==> config.mk <==
export PLATFORM = sky130hd
export DESIGN_NAME = dce_engine
export DESIGN_NICKNAME = d
export VERILOG_FILES = /design/src/dce_sync3.v /design/src/dce_engine.v
export VERILOG_INCLUDE_DIRS = /design/src /design/src/src
export SDC_FILE = /design/constraint.sdc
export NUM_CORES = 1
export LEC_CHECK = 0
export BUFFER_PORTS_ARGS = -buffer_cell sky130_fd_sc_hd__clkbuf_2
export CAP_MARGIN = 5
export CORE_AREA = 2 2 124 174
export CTS_CLUSTER_DIAMETER = 200
export DETAILED_ROUTE_END_ITERATION = 8
export DIE_AREA = 0 0 126 176
export GPL_TIMING_DRIVEN = 0
export PLACE_DENSITY = 0.79
export SLEW_MARGIN = 20
export SYNTH_ARGS = -nofsm -noshare
export SYNTH_HDL_FRONTEND = slang
export SYNTH_HIERARCHICAL = 1
export SYNTH_SLANG_ARGS = --single-unit
==> constraint.sdc <==
create_clock -name mclk -period 3.2 [get_ports mclk]
set_clock_uncertainty 0.05 [all_clocks]
set_input_delay 0.64 -clock mclk [delete_from_list [all_inputs] [get_ports mclk]]
set_output_delay 0.64 -clock mclk [all_outputs]
set_load 0.01 [all_outputs]
==> src/dce_map.vh <==
/*
  register offsets, field positions, codes and cycle counts of the
  channel transfer engine. assumes inclusion by its bare name.
*/
`ifndef DCE_MAP_VH
`define DCE_MAP_VH

// apb byte offsets
`define DCE_OFS_CTRL      8'h00
`define DCE_OFS_SRC       8'h04
`define DCE_OFS_DST       8'h08
`define DCE_OFS_SIZE      8'h0C
`define DCE_OFS_STAT      8'h10

// control register fields
`define DCE_F_MODE_HI     2
`define DCE_F_MODE_LO     0
`define DCE_F_SSTEP_HI    4
`define DCE_F_SSTEP_LO    3
`define DCE_F_DSTEP_HI    6
`define DCE_F_DSTEP_LO    5
`define DCE_F_SBYTE       7
`define DCE_F_DBYTE       8
`define DCE_F_LEVEL       9
`define DCE_F_ENABLE      10
`define DCE_F_DONE        11
`define DCE_F_ABORT       12
`define DCE_F_NMIEN       13
`define DCE_F_SWREQ       14

// transfer mode bits
`define DCE_MODE_REPEAT   2
`define DCE_MODE_BURST    1
`define DCE_MODE_BLOCK    0

// address step codes
`define DCE_STEP_DEC      2'h2
`define DCE_STEP_INC      2'h3

// reset values
`define DCE_RST_MODE      3'h0
`define DCE_RST_STEP      2'h0

// burst pacing
`define DCE_BURST_XFERS   3'h4
`define DCE_RELEASE_CYC   2'h2

`endif

==> src/dce_sync3.v <==
/*
  three-stage synchroniser for pins, with agreement filter and rising
  edge pulse. assumes inputs asynchronous to mclk.
*/
module dce_sync3 #(
  parameter W = 2
) (
  input  wire         mclk,
  input  wire         reset,
  input  wire [W-1:0] pin_in,
  output reg  [W-1:0] level_ff,
  output reg  [W-1:0] rise_ff
);

  reg  [W-1:0] s1_ff;
  reg  [W-1:0] s2_ff;
  reg  [W-1:0] s3_ff;
  wire [W-1:0] nxt_level;

  // change counts once stage two and three agree
  assign nxt_level = (~(s2_ff ^ s3_ff) & s3_ff) | ((s2_ff ^ s3_ff) & level_ff);

  always @(posedge mclk) begin
    if (reset) begin
      s1_ff    <= {W{1'b0}};
      s2_ff    <= {W{1'b0}};
      s3_ff    <= {W{1'b0}};
      level_ff <= {W{1'b0}};
      rise_ff  <= {W{1'b0}};
    end else begin
      s1_ff    <= pin_in;
      s2_ff    <= s1_ff;
      s3_ff    <= s2_ff;
      level_ff <= nxt_level;
      rise_ff  <= nxt_level & ~level_ff;
    end
  end

endmodule

==> src/dce_engine.v <==
/*
  one dma channel: apb register file, addressing and transfer-mode
  engine, two-cycle read/write on the shared memory bus, cpu hold.
  assumes mem_rdata valid in the same cycle as mem_rd, trigger and
  nmi asynchronous pins, apb3 master on mclk.
*/
// Function
// source and destination each step up, down or stay after every transfer
// addressing and transfer modes combine freely, held per channel
// word source to byte destination writes only the low byte
// byte source to word destination clears the upper byte
// codes 0..3 single, block, burst; enable self-clears at completion
// codes 4..7 repeated variants; enable stays set after completion
// single modes move one byte or word per trigger
// zero count at enable performs no transfers
// enabling copies addresses and count; step temps, decrement visible count
// count reaching zero reloads from temp copy and sets done flag
// single mode clears enable at zero; software must re-enable
// block moves whole block per trigger; triggers during block ignored
// each transfer holds cpu two cycles; block holds 2 x count
// repeated block stays enabled; next trigger starts a new block
// burst releases cpu two cycles after every four transfers; count restarts each block, so repeated burst of count 1..4 never releases
// burst clears enable at end; triggers during burst ignored
// repeated burst restarts at once until disabled or nmi abort
// nmi with abort enabled stops channel, clears enable, sets abort
// level select 0 starts on rising edge; 1 runs while trigger high
// level trigger low freezes block; resumes unless registers rewritten
module dce_engine #(
  parameter AW = 16,
  parameter DW = 16,
  parameter CW = 16
) (
  input  wire          mclk,
  input  wire          reset,
  input  wire          psel,
  input  wire          penable,
  input  wire          pwrite,
  input  wire [7:0]    paddr,
  input  wire [31:0]   pwdata,
  output reg  [31:0]   prdata_ff,
  output reg           pready_ff,
  output reg           pslverr_ff,
  input  wire          trigger_pin,
  input  wire          nmi_pin,
  output reg  [AW-1:0] mem_addr_ff,
  output reg           mem_rd_ff,
  output reg           mem_wr_ff,
  output reg           mem_byte_ff,
  output reg  [DW-1:0] mem_wdata_ff,
  input  wire [DW-1:0] mem_rdata,
  output reg           cpu_halt_ff
);

`include "dce_map.vh"

  localparam S_IDLE = 6'h01;
  localparam S_WAIT = 6'h02;
  localparam S_RD   = 6'h04;
  localparam S_WR   = 6'h08;
  localparam S_REL  = 6'h10;
  localparam S_HOLD = 6'h20;

  reg  [5:0]    state_ff;
  reg  [2:0]    mode_ff;
  reg  [1:0]    sstep_ff;
  reg  [1:0]    dstep_ff;
  reg           sbyte_ff;
  reg           dbyte_ff;
  reg           level_ff;
  reg           enable_ff;
  reg           done_ff;
  reg           abort_ff;
  reg           nmien_ff;
  reg           swreq_ff;
  reg  [AW-1:0] src_ff;
  reg  [AW-1:0] dst_ff;
  reg  [CW-1:0] size_ff;
  reg  [CW-1:0] tsize_ff;
  reg  [AW-1:0] tsrc_ff;
  reg  [AW-1:0] tdst_ff;
  reg  [2:0]    bcnt_ff;
  reg  [1:0]    rcnt_ff;

  reg  [5:0]    nxt_state;
  reg  [2:0]    nxt_mode;
  reg  [1:0]    nxt_sstep;
  reg  [1:0]    nxt_dstep;
  reg           nxt_sbyte;
  reg           nxt_dbyte;
  reg           nxt_level;
  reg           nxt_enable;
  reg           nxt_done;
  reg           nxt_abort;
  reg           nxt_nmien;
  reg           nxt_swreq;
  reg  [AW-1:0] nxt_src;
  reg  [AW-1:0] nxt_dst;
  reg  [CW-1:0] nxt_size;
  reg  [CW-1:0] nxt_tsize;
  reg  [AW-1:0] nxt_tsrc;
  reg  [AW-1:0] nxt_tdst;
  reg  [2:0]    nxt_bcnt;
  reg  [1:0]    nxt_rcnt;
  reg  [AW-1:0] nxt_mem_addr;
  reg           nxt_mem_rd;
  reg           nxt_mem_wr;
  reg           nxt_mem_byte;
  reg  [DW-1:0] nxt_mem_wdata;
  reg           nxt_halt;
  reg  [31:0]   nxt_prdata;
  reg           nxt_pslverr;

  wire [1:0]    pin_level;
  wire [1:0]    pin_rise;
  wire          trig_high;
  wire          trig_rise;
  wire          nmi_rise;
  wire          wr_en;
  wire          cfg_wr;
  wire          addr_ok;
  wire          abort_hit;
  wire          go;
  wire          is_single;
  wire          is_burst;
  wire          is_repeat;
  wire [31:0]   ctrl_word;

  dce_sync3 #(
    .W        (2)
  ) u_sync (
    .mclk     (mclk),
    .reset    (reset),
    .pin_in   ({nmi_pin, trigger_pin}),
    .level_ff (pin_level),
    .rise_ff  (pin_rise)
  );

  assign trig_high = pin_level[0];
  assign trig_rise = pin_rise[0];
  assign nmi_rise  = pin_rise[1];

  // step an address by one byte or one word
  function [AW-1:0] step_addr;
    input [AW-1:0] a;
    input [1:0]    sel;
    input          bmode;
    reg   [AW-1:0] amt;
    begin
      amt = bmode ? {{(AW-1){1'b0}}, 1'b1} : {{(AW-2){1'b0}}, 2'b10};
      if (sel == `DCE_STEP_INC) begin
        step_addr = a + amt;
      end else if (sel == `DCE_STEP_DEC) begin
        step_addr = a - amt;
      end else begin
        step_addr = a;
      end
    end
  endfunction

  assign is_repeat = mode_ff[`DCE_MODE_REPEAT];
  assign is_burst  = mode_ff[`DCE_MODE_BURST];
  assign is_single = ~mode_ff[`DCE_MODE_BURST] & ~mode_ff[`DCE_MODE_BLOCK];
  assign abort_hit = nmien_ff & nmi_rise;
  assign go        = swreq_ff | (level_ff ? trig_high : trig_rise);

  assign wr_en   = psel & penable & pready_ff & pwrite;
  assign cfg_wr  = wr_en & addr_ok & (paddr != `DCE_OFS_STAT);
  assign addr_ok = (paddr == `DCE_OFS_CTRL) | (paddr == `DCE_OFS_SRC) |
                   (paddr == `DCE_OFS_DST) | (paddr == `DCE_OFS_SIZE) |
                   (paddr == `DCE_OFS_STAT);

  assign ctrl_word = {17'h00000, swreq_ff, nmien_ff, abort_ff, done_ff, enable_ff,
                      level_ff, dbyte_ff, sbyte_ff, dstep_ff, sstep_ff, mode_ff};

  always @* begin
    nxt_state     = state_ff;
    nxt_mode      = mode_ff;
    nxt_sstep     = sstep_ff;
    nxt_dstep     = dstep_ff;
    nxt_sbyte     = sbyte_ff;
    nxt_dbyte     = dbyte_ff;
    nxt_level     = level_ff;
    nxt_enable    = enable_ff;
    nxt_done      = done_ff;
    nxt_abort     = abort_ff;
    nxt_nmien     = nmien_ff;
    nxt_swreq     = swreq_ff;
    nxt_src       = src_ff;
    nxt_dst       = dst_ff;
    nxt_size      = size_ff;
    nxt_tsize     = tsize_ff;
    nxt_tsrc      = tsrc_ff;
    nxt_tdst      = tdst_ff;
    nxt_bcnt      = bcnt_ff;
    nxt_rcnt      = rcnt_ff;
    nxt_mem_addr  = mem_addr_ff;
    nxt_mem_rd    = 1'b0;
    nxt_mem_wr    = 1'b0;
    nxt_mem_byte  = mem_byte_ff;
    nxt_mem_wdata = mem_wdata_ff;
    nxt_halt      = 1'b0;

    // software writes, hardware events below take precedence
    if (wr_en && paddr == `DCE_OFS_CTRL) begin
      nxt_mode   = pwdata[`DCE_F_MODE_HI:`DCE_F_MODE_LO];
      nxt_sstep  = pwdata[`DCE_F_SSTEP_HI:`DCE_F_SSTEP_LO];
      nxt_dstep  = pwdata[`DCE_F_DSTEP_HI:`DCE_F_DSTEP_LO];
      nxt_sbyte  = pwdata[`DCE_F_SBYTE];
      nxt_dbyte  = pwdata[`DCE_F_DBYTE];
      nxt_level  = pwdata[`DCE_F_LEVEL];
      nxt_enable = pwdata[`DCE_F_ENABLE];
      nxt_nmien  = pwdata[`DCE_F_NMIEN];
      nxt_swreq  = pwdata[`DCE_F_SWREQ];
      nxt_done   = done_ff & ~pwdata[`DCE_F_DONE];
      nxt_abort  = abort_ff & ~pwdata[`DCE_F_ABORT];
    end
    if (wr_en && paddr == `DCE_OFS_SRC) begin
      nxt_src = pwdata[AW-1:0];
    end
    if (wr_en && paddr == `DCE_OFS_DST) begin
      nxt_dst = pwdata[AW-1:0];
    end
    if (wr_en && paddr == `DCE_OFS_SIZE) begin
      nxt_size = pwdata[CW-1:0];
    end

    case (state_ff)
      S_IDLE: begin
        // zero count never leaves idle
        if (enable_ff && size_ff != {CW{1'b0}}) begin
          nxt_tsize = size_ff;
          nxt_tsrc  = src_ff;
          nxt_tdst  = dst_ff;
          nxt_bcnt  = 3'h0;
          nxt_state = S_WAIT;
        end
      end
      S_WAIT: begin
        if (go) begin
          nxt_state    = S_RD;
        end
      end
      S_HOLD: begin
        // frozen block resumes unless reprogrammed
        if (cfg_wr) begin
          nxt_state = S_IDLE;
        end else if (trig_high) begin
          nxt_state = S_RD;
        end
      end
      S_RD: begin
        // capture read data, drive destination write
        if (sbyte_ff || dbyte_ff) begin
          nxt_mem_wdata = {{(DW-8){1'b0}}, mem_rdata[7:0]};
        end else begin
          nxt_mem_wdata = mem_rdata;
        end
        nxt_mem_wr   = 1'b1;
        nxt_mem_addr = tdst_ff;
        nxt_mem_byte = dbyte_ff;
        nxt_halt     = 1'b1;
        nxt_state    = S_WR;
      end
      S_WR: begin
        nxt_size = size_ff - {{(CW-1){1'b0}}, 1'b1};
        nxt_tsrc = step_addr(tsrc_ff, sstep_ff, sbyte_ff);
        nxt_tdst = step_addr(tdst_ff, dstep_ff, dbyte_ff);
        nxt_bcnt = bcnt_ff + 3'h1;
        if (size_ff == {{(CW-1){1'b0}}, 1'b1}) begin
          nxt_size = tsize_ff;
          nxt_done = 1'b1;
          nxt_tsrc = src_ff;
          nxt_tdst = dst_ff;
          nxt_bcnt = 3'h0;
          if (!is_repeat) begin
            nxt_enable = 1'b0;
            nxt_state  = S_IDLE;
          end else if (is_burst) begin
            nxt_state  = S_RD;
          end else begin
            nxt_state  = S_WAIT;
          end
        end else if (is_single) begin
          nxt_state = S_WAIT;
        end else if (level_ff && !trig_high) begin
          nxt_state = S_HOLD;
        end else if (is_burst && nxt_bcnt == `DCE_BURST_XFERS) begin
          nxt_bcnt  = 3'h0;
          nxt_rcnt  = 2'h0;
          nxt_state = S_REL;
        end else begin
          nxt_state = S_RD;
        end
      end
      S_REL: begin
        // cpu runs while released
        nxt_rcnt = rcnt_ff + 2'h1;
        if (nxt_rcnt == `DCE_RELEASE_CYC) begin
          nxt_state = (level_ff && !trig_high) ? S_HOLD : S_RD;
        end
      end
      default: begin
        nxt_state = S_IDLE;
      end
    endcase

    // abort taken in any busy state; a read in flight still finishes its write
    if (state_ff != S_IDLE && abort_hit) begin
      nxt_enable = 1'b0;
      nxt_abort  = 1'b1;
    end
    if (state_ff != S_IDLE && state_ff != S_RD && (abort_hit || !enable_ff)) begin
      nxt_state = S_IDLE;
    end

    // launch of a source read
    if (nxt_state == S_RD && state_ff != S_RD) begin
      nxt_mem_rd   = 1'b1;
      nxt_mem_addr = tsrc_ff;
      nxt_mem_byte = sbyte_ff;
      nxt_halt     = 1'b1;
      nxt_swreq    = 1'b0;
      if (state_ff == S_WR) begin
        nxt_mem_addr = (size_ff == {{(CW-1){1'b0}}, 1'b1}) ? src_ff : nxt_tsrc;
      end
    end
  end

  always @* begin
    nxt_pslverr = ~addr_ok;
    case (paddr)
      `DCE_OFS_CTRL: nxt_prdata = ctrl_word;
      `DCE_OFS_SRC:  nxt_prdata = {{(32-AW){1'b0}}, src_ff};
      `DCE_OFS_DST:  nxt_prdata = {{(32-AW){1'b0}}, dst_ff};
      `DCE_OFS_SIZE: nxt_prdata = {{(32-CW){1'b0}}, size_ff};
      `DCE_OFS_STAT: nxt_prdata = {25'h0000000, cpu_halt_ff, state_ff};
      default:       nxt_prdata = 32'h00000000;
    endcase
  end

  always @(posedge mclk) begin
    if (reset) begin
      state_ff     <= S_IDLE;
      mode_ff      <= `DCE_RST_MODE;
      sstep_ff     <= `DCE_RST_STEP;
      dstep_ff     <= `DCE_RST_STEP;
      sbyte_ff     <= 1'b0;
      dbyte_ff     <= 1'b0;
      level_ff     <= 1'b0;
      enable_ff    <= 1'b0;
      done_ff      <= 1'b0;
      abort_ff     <= 1'b0;
      nmien_ff     <= 1'b0;
      swreq_ff     <= 1'b0;
      src_ff       <= {AW{1'b0}};
      dst_ff       <= {AW{1'b0}};
      size_ff      <= {CW{1'b0}};
      tsize_ff     <= {CW{1'b0}};
      tsrc_ff      <= {AW{1'b0}};
      tdst_ff      <= {AW{1'b0}};
      bcnt_ff      <= 3'h0;
      rcnt_ff      <= 2'h0;
      mem_addr_ff  <= {AW{1'b0}};
      mem_rd_ff    <= 1'b0;
      mem_wr_ff    <= 1'b0;
      mem_byte_ff  <= 1'b0;
      mem_wdata_ff <= {DW{1'b0}};
      cpu_halt_ff  <= 1'b0;
      prdata_ff    <= 32'h00000000;
      pready_ff    <= 1'b0;
      pslverr_ff   <= 1'b0;
    end else begin
      state_ff     <= nxt_state;
      mode_ff      <= nxt_mode;
      sstep_ff     <= nxt_sstep;
      dstep_ff     <= nxt_dstep;
      sbyte_ff     <= nxt_sbyte;
      dbyte_ff     <= nxt_dbyte;
      level_ff     <= nxt_level;
      enable_ff    <= nxt_enable;
      done_ff      <= nxt_done;
      abort_ff     <= nxt_abort;
      nmien_ff     <= nxt_nmien;
      swreq_ff     <= nxt_swreq;
      src_ff       <= nxt_src;
      dst_ff       <= nxt_dst;
      size_ff      <= nxt_size;
      tsize_ff     <= nxt_tsize;
      tsrc_ff      <= nxt_tsrc;
      tdst_ff      <= nxt_tdst;
      bcnt_ff      <= nxt_bcnt;
      rcnt_ff      <= nxt_rcnt;
      mem_addr_ff  <= nxt_mem_addr;
      mem_rd_ff    <= nxt_mem_rd;
      mem_wr_ff    <= nxt_mem_wr;
      mem_byte_ff  <= nxt_mem_byte;
      mem_wdata_ff <= nxt_mem_wdata;
      cpu_halt_ff  <= nxt_halt;
      pready_ff    <= psel & ~penable & ~pready_ff;
      if (psel && !penable) begin
        prdata_ff  <= nxt_prdata;
        pslverr_ff <= nxt_pslverr;
      end else if (!psel) begin
        pslverr_ff <= 1'b0;
      end
    end
  end

endmodule

==> results of run 1 <==
layer usage:
layer / vias up / wire [µm]
met4: 0 / 3450
met5: - / 0
met1: 4889 / 13800
met2: 651 / 17500
li1: 4810 / -
met3: 166 / 3280
stage by stage:
| stage | hold WS (ns) | total power, mW | worst slack, ns | util (%) |
|---|---|---|---|---|
| CTS | 0.349 | 4.63 | 0.00596 | 57.0 |
| detailed placement | 0.388 | 2.57 | -0.669 | 53.6 |
| global placement | 0.382 | 2.57 | -0.705 | 53.6 |
| global route | 0.363 | 4.73 | -0.00554 | 57.5 |
| floorplan | 0.378 | 2.48 | 0.211 | - |
| finish | 0.354 | 4.64 | 0.0422 | 57.5 |
how the worst min path moves through the flow:
stage	slack [ns]	endpoint	depth (start not counted)
4_1_cts	0.35	mem_wdata_ff[2]	3
2_1_floorplan	0.38	u_sync/s2_ff[0]	1
3_3_place_gp	0.38	u_sync/s2_ff[0]	1
3_5_place_dp	0.39	u_sync/s2_ff[1]	1
5_1_grt	0.36	u_sync/s1_ff[1]	2
6_report	0.35	mem_wdata_ff[2]	3
flip-flops by register name, summed over array words and instances (netlist names), 3 cells and up:
register and count:
mem_addr_ff 16, bcnt_ff 3, mode_ff 3, state_ff 6, src_ff 16, prdata_ff 16
tsrc_ff 16, tsize_ff 16, dst_ff 16, size_ff 16, tdst_ff 16, mem_wdata_ff 16
critical path: stages, from the launching register on:
cell and delay [ns]:
dfxtp_1 0.31, buf_6 0.13, or4_4 0.58, nor4_4 0.48
a21oi_1 0.18, clkbuf_1 0.34, and2_1 0.27, a311o_1 0.41
a22oi_2 0.17, a21oi_1 0.08
logic make-up after synthesis:
| logic type | Yosys count |
|---|---|
| buf+inv | 126 |
| simple gates | 517 |
| fa+ha+maj | 27 |
| mux | 37 |
| compound gates | 348 |
| xor+xnor | 18 |
| other cells | 1 |
| flops | 186 |
layout by cell type, fill, tap and decap left out, types with 6 or more instances in the layout:
| cell type | netlist | routed |
|---|---|---|
| dfxtp_1 | 186 | 183 |
| or2_2 | 6 | 6 |
| nand3b_1 | 6 | 6 |
| buf_4 | 18 | 29 |
| and2_1 | 10 | 10 |
| a221o_1 | 7 | 7 |
| a21oi_1 | 146 | 145 |
| clkbuf_2 | 1 | 108 |
| nand2b_1 | 7 | 7 |
| nor2b_1 | 7 | 7 |
| ha_1 | 24 | 24 |
| inv_1 | 15 | 15 |
| nor2_1 | 108 | 108 |
| a211oi_1 | 16 | 16 |
| nand3_1 | 45 | 45 |
| or3_1 | 10 | 10 |
| nand2_1 | 219 | 217 |
| nor4_1 | 11 | 8 |
| buf_6 | 4 | 6 |
| a221oi_1 | 7 | 6 |
| clkbuf_1 | 70 | 64 |
| a22oi_1 | 8 | 8 |
| o21ai_0 | 38 | 37 |
| nand4_1 | 7 | 7 |
| a21o_1 | 6 | 6 |
| mux4_2 | 11 | 11 |
| o211ai_1 | 13 | 13 |
| o221ai_1 | 7 | 6 |
| mux2i_1 | 21 | 21 |
| clkbuf_16 | 0 | 17 |
| nor3_1 | 37 | 37 |
| xnor2_1 | 13 | 13 |
| a311oi_1 | 18 | 16 |
| conb_1 | 1 | 16 |
| a31oi_1 | 22 | 22 |
| and3_1 | 11 | 11 |
layout make-up:
cell class | instances | area [µm²]
fill | 1964 | 8710
multi-input combinational | 963 | 5970
sequential | 186 | 3730
buffer | 110 | 564
timing repair buffer | 108 | 561
clock buffer | 20 | 467
tap | 256 | 320
clock inverter | 12 | 106
inverter | 15 | 56.3
report_power, final:
group / switching, mW / internal, mW / total (mW)
registers: 0.00476 / 2.32 / 2.33
clock network: 1.03 / 1.08 / 2.11
logic: 0.135 / 0.0640 / 0.199
repair_timing:
| action | 4_1_cts | 5_1_grt |
|---|---|---|
| hold buffers | 0 | 0 |
| setup endpoints to repair | 72 | 30 |
| gates resized for setup | 27 | 22 |
| setup buffers | 4 | 4 |
| endpoints found under the hold margin | 0 | 0 |
| pin swaps | 3 | 6 |
==> results.py, run 1 <==
metrics = {
    "worst_hold_path": {
        "hp-class": "input port to flop",
        "hp-start": "mem_rdata[2]",
    },
    "job": {
        "drv_cap": 0,
    },
    "logic_synthesis": {
        "synth_compound_area_share_pct": 23.1,
        "synthTopCellsByArea": "dfxtp_1 37%, nand2_1 8.1%, a21oi_1 7.2%, nor2_1 4.0%, ha_1 3.0%",
        "synth.mux.area_fraction_pct": 5.10,
        "yosysTopAreaCell": "dfxtp_1",
        "synthTopCellsByCount": "219 x nand2_1, 186 x dfxtp_1, 146 x a21oi_1",
        "post-synth-top-area-fraction_pct": 36.9,
        "ys_types": 81,
        "ys_seq_area_share_pct": 36.9,
        "synthArstFlopShare_pct": 0,
        "avgSynthCellArea_um2": 8.01,
        "synth-warning-count": 6,
        "ys.flop_type": "dfxtp_1",
        "synth_top_family_by_area": "simple AND/OR/NAND/NOR gates",
        "netlist_area_um2": 10100,
        "synth-adder-area-share_pct": 3.57,
        "synth-seq-cells": 186,
        "synth_xor_area_share_pct": 1.56,
        "synth_edf_count": 0,
        "synth_most_common_cell": "nand2_1",
        "synthSimpleGateAreaFrac_pct": 23.9,
        "synth_cells": 1260,
    },
    "drt": {
        "routed_wl_mm": 38.1,
        "drc": 0,
        "dr.pass1.iters": 6,
        "num_vias": 10500,
        "routedWlPerCell_um": 22.8,
        "vias_per_cell": 6.30,
        "ant_nets": 0,
        "dr.first_iter.drc_count": 1126,
    },
    "global_routing": {
        "antenna_found_initial": 0,
        "busiest_layer": "met2",
        "grt-ovfl-total": 0,
        "use_met2_pct": 53.7,
        "track_usage_pct": 33.6,
        "use_met1_pct": 39.2,
        "grt_pass1_wl_mm": 56.8,
        "grt_pass1_vias": 9840,
        "grt_max_degree": 18,
        "use_met3_pct": 6.12,
    },
    "floorplan": {
        "boundaryPins": 133,
        "die_h_um": 176,
        "row_count": 62,
        "die_w_um": 126,
        "start_util_pct": 49.3,
        "design.core.area_um2": 20500,
        "fp.dieArea_um2": 22200,
    },
    "setup_path": {
        "path_class": "flop to flop",
        "path_max_fanout": 10,
        "cp-start-kind": "flop",
        "rr_startpoint": "size_ff[4]",
        "r2r_end": "mem_addr_ff[0]",
        "r2r_setup_slack_ns": 0.04,
        "startpoint": "size_ff[4]",
        "worstRegToRegCells": 9,
        "end_kind": "flop",
        "crit_arrival_ns": 3.41,
        "endpoint": "mem_addr_ff[0]",
        "worstPathRequired_ns": 3.45,
    },
    "placement": {
        "place_inst": 1631,
        "place_area_um2": 11000,
        "port_buffers": 100,
        "hpwl_mm": 28.3,
        "gp_routability_congestion": 1.01,
    },
    "sta": {
        "worst_pin_slew_ns": 0.923,
        "fin_crit_ns": 3.16,
        "fmax_mhz": 317,
        "setup_viol": 0,
        "tns_ns": 0,
        "finalHoldViolCount": 0,
        "finalMaxSlewViolations": 0,
        "slew_headroom_pct": 38.3,
        "fin_crit_sh_pct": 98.7,
    },
    "power": {
        "ir_worst_vdd_v": 0.000412,
        "power_density_nw_per_um2": 394,
        "power_leakage_nw": 4.34,
    },
    "status": {
        "status": "finished, final reports clean",
    },
    "cells_and_area": {
        "layout.nets": 1491,
        "antenna_cells": 0,
        "finalNonFillerCells": 1670,
        "finalInstanceArea_um2": 11800,
        "area_growth_pct": 16.6,
        "drive_above_1_share_pct": 17.5,
    },
    "clock_tree": {
        "clkSinkCount": 186,
        "htreeDepth": 4,
        "clk_latency_ns": 0.46,
        "cts_root_buf": "clkbuf_16",
        "clock_path_buffers": 2,
        "clkTransAtPathRegs_ns": 0.07,
        "cts_buffers": 17,
        "cts_tree": "done",
    },
}
(Power assumes the default switching activity.)
==> run 2, diff against run 1 <==
--- a/config.mk
+++ b/config.mk
@@ -8,12 +8,12 @@
 export LEC_CHECK = 0
 export BUFFER_PORTS_ARGS = -buffer_cell sky130_fd_sc_hd__clkbuf_2
 export CAP_MARGIN = 5
-export CORE_AREA = 2 2 124 174
+export CORE_AREA = 2 2 131 185
 export CTS_CLUSTER_DIAMETER = 200
 export DETAILED_ROUTE_END_ITERATION = 8
-export DIE_AREA = 0 0 126 176
+export DIE_AREA = 0 0 133 187
 export GPL_TIMING_DRIVEN = 0
-export PLACE_DENSITY = 0.79
+export PLACE_DENSITY_LB_ADDON = 0.1
 export SLEW_MARGIN = 20
 export SYNTH_ARGS = -nofsm -noshare
 export SYNTH_HDL_FRONTEND = slang
==> run 2 against run 1 <==
Sequential share of layout area shrank 0.47 points. Critical path depth is 1 lower. Setup slack worse by 0.0030 ns. Count of clock-buffer cells in the layout unchanged. Via count down 2.5%. Global-route usage down 0.66 points. Critical path type unchanged. Register-to-register slack barely moved. Sequential power about the same.
==> results.py, run 2 (synthesis results as in run 1) <==
metrics = {
    "cells_and_area": {
        "finalNonFillerCells": 1727,
        "mostFrequentLayoutCell": "nand2_1",
        "area_growth_pct": 18.4,
        "drive_above_1_share_pct": 18.2,
        "layout.nets": 1493,
        "final_cell_mix": "216 x nand2_1, 182 x dfxtp_1, 144 x a21oi_1, 112 x clkbuf_2, 108 x nor2_1",
    },
    "sta": {
        "finalMaxSlewViolations": 0,
        "setup_viol": 0,
        "fmax_mhz": 316,
        "worst_pin_slew_ns": 1.11,
        "rsz0062_at_grt": "false",
        "slew_headroom_pct": 26.1,
        "fin_crit_ns": 3.16,
        "tns_ns": 0,
        "setup_ws_ns": 0.0392,
        "whs_ns": 0.347,
        "finalHoldViolCount": 0,
        "fin_crit_sh_pct": 98.8,
    },
    "power": {
        "power_leakage_nw": 4.39,
        "ir_worst_vdd_v": 0.000406,
        "power_density_nw_per_um2": 409,
    },
    "floorplan": {
        "design.core.area_um2": 23400,
        "boundaryPins": 133,
        "row_count": 67,
        "die_h_um": 187,
        "die_w_um": 133,
        "start_util_pct": 43.1,
        "fp.dieArea_um2": 24900,
    },
    "drt": {
        "top_layer_used": "met4",
        "num_vias": 10300,
        "ant_nets": 0,
        "routedWlPerCell_um": 23.7,
        "dr.pass1.iters": 5,
        "routed_wl_mm": 41.0,
        "wl_met3_mm": 2.44,
        "wl_met2_mm": 19.5,
        "dr.first_iter.drc_count": 1012,
        "wl_met1_mm": 15.7,
        "drc": 0,
        "vias_per_cell": 5.94,
    },
    "setup_path": {
        "rr_startpoint": "size_ff[4]",
        "end_kind": "flop",
        "worstRegToRegCells": 8,
        "worstPathRequired_ns": 3.53,
        "r2r_end": "mem_addr_ff[13]",
        "r2r_setup_slack_ns": 0.04,
        "startpoint": "size_ff[4]",
        "path_max_fanout": 10,
        "path_class": "flop to flop",
        "crit_arrival_ns": 3.49,
        "cp-start-kind": "flop",
    },
    "clock_tree": {
        "clock_path_buffers": 2,
        "clk_latency_ns": 0.46,
        "clkTransAtPathRegs_ns": 0.07,
        "cts_buffers": 17,
        "cts_tree": "done",
        "htreeDepth": 4,
        "clkSinkCount": 186,
        "cts_root_buf": "clkbuf_16",
    },
    "worst_hold_path": {
        "hp-start": "mem_rdata[1]",
        "hp-class": "input port to flop",
        "min_to": "mem_wdata_ff[1]",
        "whs_path_depth": 3,
    },
    "global_routing": {
        "antenna_found_initial": 1,
        "grt_pass1_vias": 9890,
        "grt-ovfl-total": 0,
        "grt_max_degree": 17,
        "track_usage_pct": 33.0,
        "grt_pass1_wl_mm": 60.8,
    },
    "status": {
        "status": "finished, final reports clean",
    },
    "placement": {
        "place_ws_ns": -1.04,
        "hpwl_mm": 30.9,
        "place_inst": 1685,
        "gp_routability_congestion": 1.03,
        "port_buffers": 100,
    },
    "job": {
        "drv_cap": 0,
    },
}
## run 2: changes by cell type in the layout (fill, tap and decap cells not counted), moves of 2 or more
cell       delta
buf_2         -2
buf_4         +3
bufinv_16     +4
clkbuf_1      -3
clkbuf_2      +4
clkbuf_4      +2
clkinv_4      -2
inv_8         -3
o21ai_0       -2
## run 2: worst max-delay path by stage
stage	to	slack (ns)
after CTS	mem_addr_ff[10]	0.003
after global routing	mem_addr_ff[0]	0.002
after detailed placement	tsrc_ff[12]	-1.04
final	mem_addr_ff[13]	0.04
after global placement	tsrc_ff[9]	-1.04
after floorplan	tdst_ff[15]	0.21
## run 2: final cells by class
type	count	area [µm²]
clock buffers	20	457
well taps	310	388
plain buffers	111	578
inverters	15	56.3
flip-flops and latches	186	3730
diodes	1	2.50
fillers	2311	11400
repair buffers	109	568
clock inverters	12	184
multi-input cells	963	5990
## run 2: what timing repair did
item / 4_1_cts / 5_1_grt
resized for setup: 38 / 22
endpoints found under the setup margin: 77 / 54
pin swaps: 1 / 6
gates cloned: 0 / 0
hold buffers: 0 / 0
setup buffers: 6 / 3
## run 2: where the power goes
group | switching (mW) | internal [mW] | leakage (nW)
logic | 0.139 | 0.0645 | 2.58
clock network | 0.993 | 1.36 | 0.308
registers | 0.00445 | 2.32 | 1.50
## run 2: critical path, stage by stage (launching register included)
cell	delay [ns]
dfxtp_1	0.31
buf_6	0.13
or4_4	0.57
nor4_4	0.52
nand2_4	0.29
clkbuf_1	0.46
a31oi_1	0.30
o221ai_1	0.23
a31oi_1	0.21
## run 2: routing by layer
metal  track usage, %  vias up
li1                 -     4802
met1             37.4     4838
met2             54.7      460
met3             5.45      155
met4             26.1        0
met5                0        -
## run 2: metrics by stage
step           area [µm²]  total power [mW]  util [%]
2_1_floorplan       10100              2.48         -
3_3_place_gp        11000              2.58      47.2
3_5_place_dp        11000              2.58      47.2
4_1_cts             11900              4.90      50.7
5_1_grt             11900              5.01      51.1
6_report            11900              4.88      51.1
==> run 3, diff against run 2 <==
--- a/config.mk
+++ b/config.mk
@@ -13,7 +13,9 @@
 export DETAILED_ROUTE_END_ITERATION = 8
 export DIE_AREA = 0 0 133 187
 export GPL_TIMING_DRIVEN = 0
+export MAX_ROUTING_LAYER = met4
 export PLACE_DENSITY_LB_ADDON = 0.1
+export SETUP_SLACK_MARGIN = 0.15
 export SLEW_MARGIN = 20
 export SYNTH_ARGS = -nofsm -noshare
 export SYNTH_HDL_FRONTEND = slang
==> constraint.sdc (replaced) <==
create_clock -name mclk -period 3 [get_ports mclk]
set_clock_uncertainty 0.05 [all_clocks]
set_input_delay 0.6 -clock mclk [delete_from_list [all_inputs] [get_ports mclk]]
set_output_delay 0.6 -clock mclk [all_outputs]
set_load 0.01 [all_outputs]
==> run 3 against run 2 <==
Count of clock-buffer cells in the layout fell by 1. Combinational power rose by 12%. Clock power shrank 8.9%. Cell count is 2.0% higher. Largest power group is now sequential cells.
==> results.py, run 3 (synthesis results as in run 1) <==
metrics = {
    "setup_path": {
        "cp_common_cell": "buf_4",
        "r2r_setup_slack_ns": 0.008,
        "worstPathCellList": "or4_4 > or4_4 > buf_12 > buf_4 > o211ai_4 > o21ai_4 > buf_4 > buf_4 > a221oi_2 > nor2_1",
        "cp_slowest_cell": "or4_4",
        "worstPathRequired_ns": 3.25,
        "path_max_fanout": 6,
        "worstRegToRegCells": 10,
        "r2r_end": "tsrc_ff[3]",
        "cp-start-kind": "flop",
        "critical-path-max-stage-delay_ns": 0.56,
        "crit_family": "simple AND/OR/NAND/NOR gates",
        "crit_arrival_ns": 3.24,
        "critical_path_buf_inv_count": 4,
        "end_kind": "flop",
        "path_class": "flop to flop",
        "rr_startpoint": "size_ff[12]",
    },
    "worst_hold_path": {
        "whs_path_depth": 3,
        "min_to": "mem_wdata_ff[3]",
        "hp-start": "mem_rdata[3]",
        "hp-class": "input port to flop",
    },
    "placement": {
        "port_buffers": 100,
        "hpwl_mm": 31.6,
        "gp_routability_congestion": 1.01,
        "place_ws_ns": -1.05,
    },
    "clock_tree": {
        "cts_buffers": 17,
        "clk_latency_ns": 0.45,
        "clock_path_buffers": 2,
        "cts_tree": "done",
        "cts_root_buf": "clkbuf_16",
        "clkSinkCount": 186,
        "clkTransAtPathRegs_ns": 0.08,
        "ctsHoldBuffers": 0,
        "htreeDepth": 4,
    },
    "floorplan": {
        "fp.dieArea_um2": 24900,
        "die_w_um": 133,
        "die_h_um": 187,
        "row_count": 67,
        "start_util_pct": 43.1,
        "design.core.area_um2": 23400,
        "boundaryPins": 133,
    },
    "sta": {
        "finalHoldViolCount": 0,
        "fin_crit_ns": 2.99,
        "finalMaxSlewViolations": 0,
        "fin_crit_sh_pct": 99.7,
        "rsz0062_at_grt": "true",
        "whs_ns": 0.314,
        "fmax_mhz": 334,
        "tns_ns": 0,
        "setup_ws_ns": 0.00751,
        "setup_viol": 0,
        "slew_headroom_pct": 34.9,
        "worst_pin_slew_ns": 0.976,
    },
    "cells_and_area": {
        "layout.nets": 1530,
        "area_growth_pct": 27.5,
        "final_util_pct": 55.0,
        "antenna_cells": 0,
        "mostFrequentLayoutCell": "nand2_1",
        "drive_above_1_share_pct": 25.6,
        "final_cell_mix": "215 x nand2_1, 177 x dfxtp_1, 136 x a21oi_1, 113 x clkbuf_2, 98 x nor2_1",
        "register_area_um2": 3750,
        "multi_input_area_um2": 6480,
        "num-fill-cells": 2206,
    },
    "power": {
        "ir_worst_vdd_v": 0.000398,
        "power_leakage_nw": 4.71,
        "power_density_nw_per_um2": 376,
    },
    "drt": {
        "routedWlPerCell_um": 24.3,
        "ant_nets": 0,
        "routed_wl_mm": 42.8,
        "num_vias": 10700,
        "dr.pass1.iters": 7,
        "vias_per_cell": 6.05,
        "dr.first_iter.drc_count": 1029,
        "drc": 0,
    },
    "status": {
        "status": "finished, final reports clean",
    },
    "global_routing": {
        "grt_pass1_wl_mm": 62.4,
        "grt-ovfl-total": 0,
        "grt_pass1_vias": 10100,
        "antenna_found_initial": 0,
        "track_usage_pct": 34.7,
        "grt_max_degree": 17,
    },
    "job": {
        "drv_cap": 0,
    },
}
[run 3: metal layers]
layer	GRT usage (%)	share of wire, %	routed length [µm]
met1	37.8	37	15800
met2	57.3	48	20600
met3	5.12	6.6	2810
met4	25.1	8.4	3620
met5	-	0	0
[run 3: repair_timing]
action / CTS / global route
endpoints found under the setup margin: 104 / 96
setup buffers: 27 / 19
pin swaps: 25 / 42
gates resized for setup: 93 / 124
gates cloned: 0 / 1
[run 3: worst max path at each step]
stage                      startpoint              end  slack, ns  cells after the start
after CTS                  size_ff[5]   mem_addr_ff[1]       0.03                      9
after detailed placement  size_ff[11]      tsrc_ff[12]      -1.05                      7
after global routing         sbyte_ff  mem_addr_ff[14]      -0.10                      8
final                     size_ff[12]       tsrc_ff[3]      0.008                     10
after floorplan              paddr[1]   mem_addr_ff[2]       0.22                      8
after global placement    size_ff[11]      tsrc_ff[12]      -1.14                      7
[run 3: stage by stage]
stage	std cells	power, mW	area, µm²
global placement	1685	2.76	11100
global route	1762	4.97	12900
finish	1762	4.84	12900
floorplan	1275	2.64	10200
CTS	1742	4.85	12200
detailed placement	1685	2.75	11100
[run 3: worst register-to-register path: stages, from the launching register on]
cell      delay, ns
dfxtp_4        0.35
or4_4          0.54
or4_4          0.56
buf_12         0.17
buf_4          0.14
o211ai_4       0.22
o21ai_4        0.15
buf_4          0.16
buf_4          0.12
a221oi_2       0.29
nor2_1         0.08
[run 3: power by group]
group          internal, mW  switching, mW  leakage (nW)
combinational        0.0718          0.155          2.95
clock                  1.07           1.07         0.255
sequential             2.47        0.00482          1.51
[run 3: area by class of cell]
type	instances	share of cell area (%)
well taps	310	3.02
repair buffers	147	7.61
plain buffers	110	5.35
multi-input cells	963	50.4
clock inverters	12	0.710
flip-flops and latches	186	29.2
inverters	15	0.438
clock buffers	19	3.37
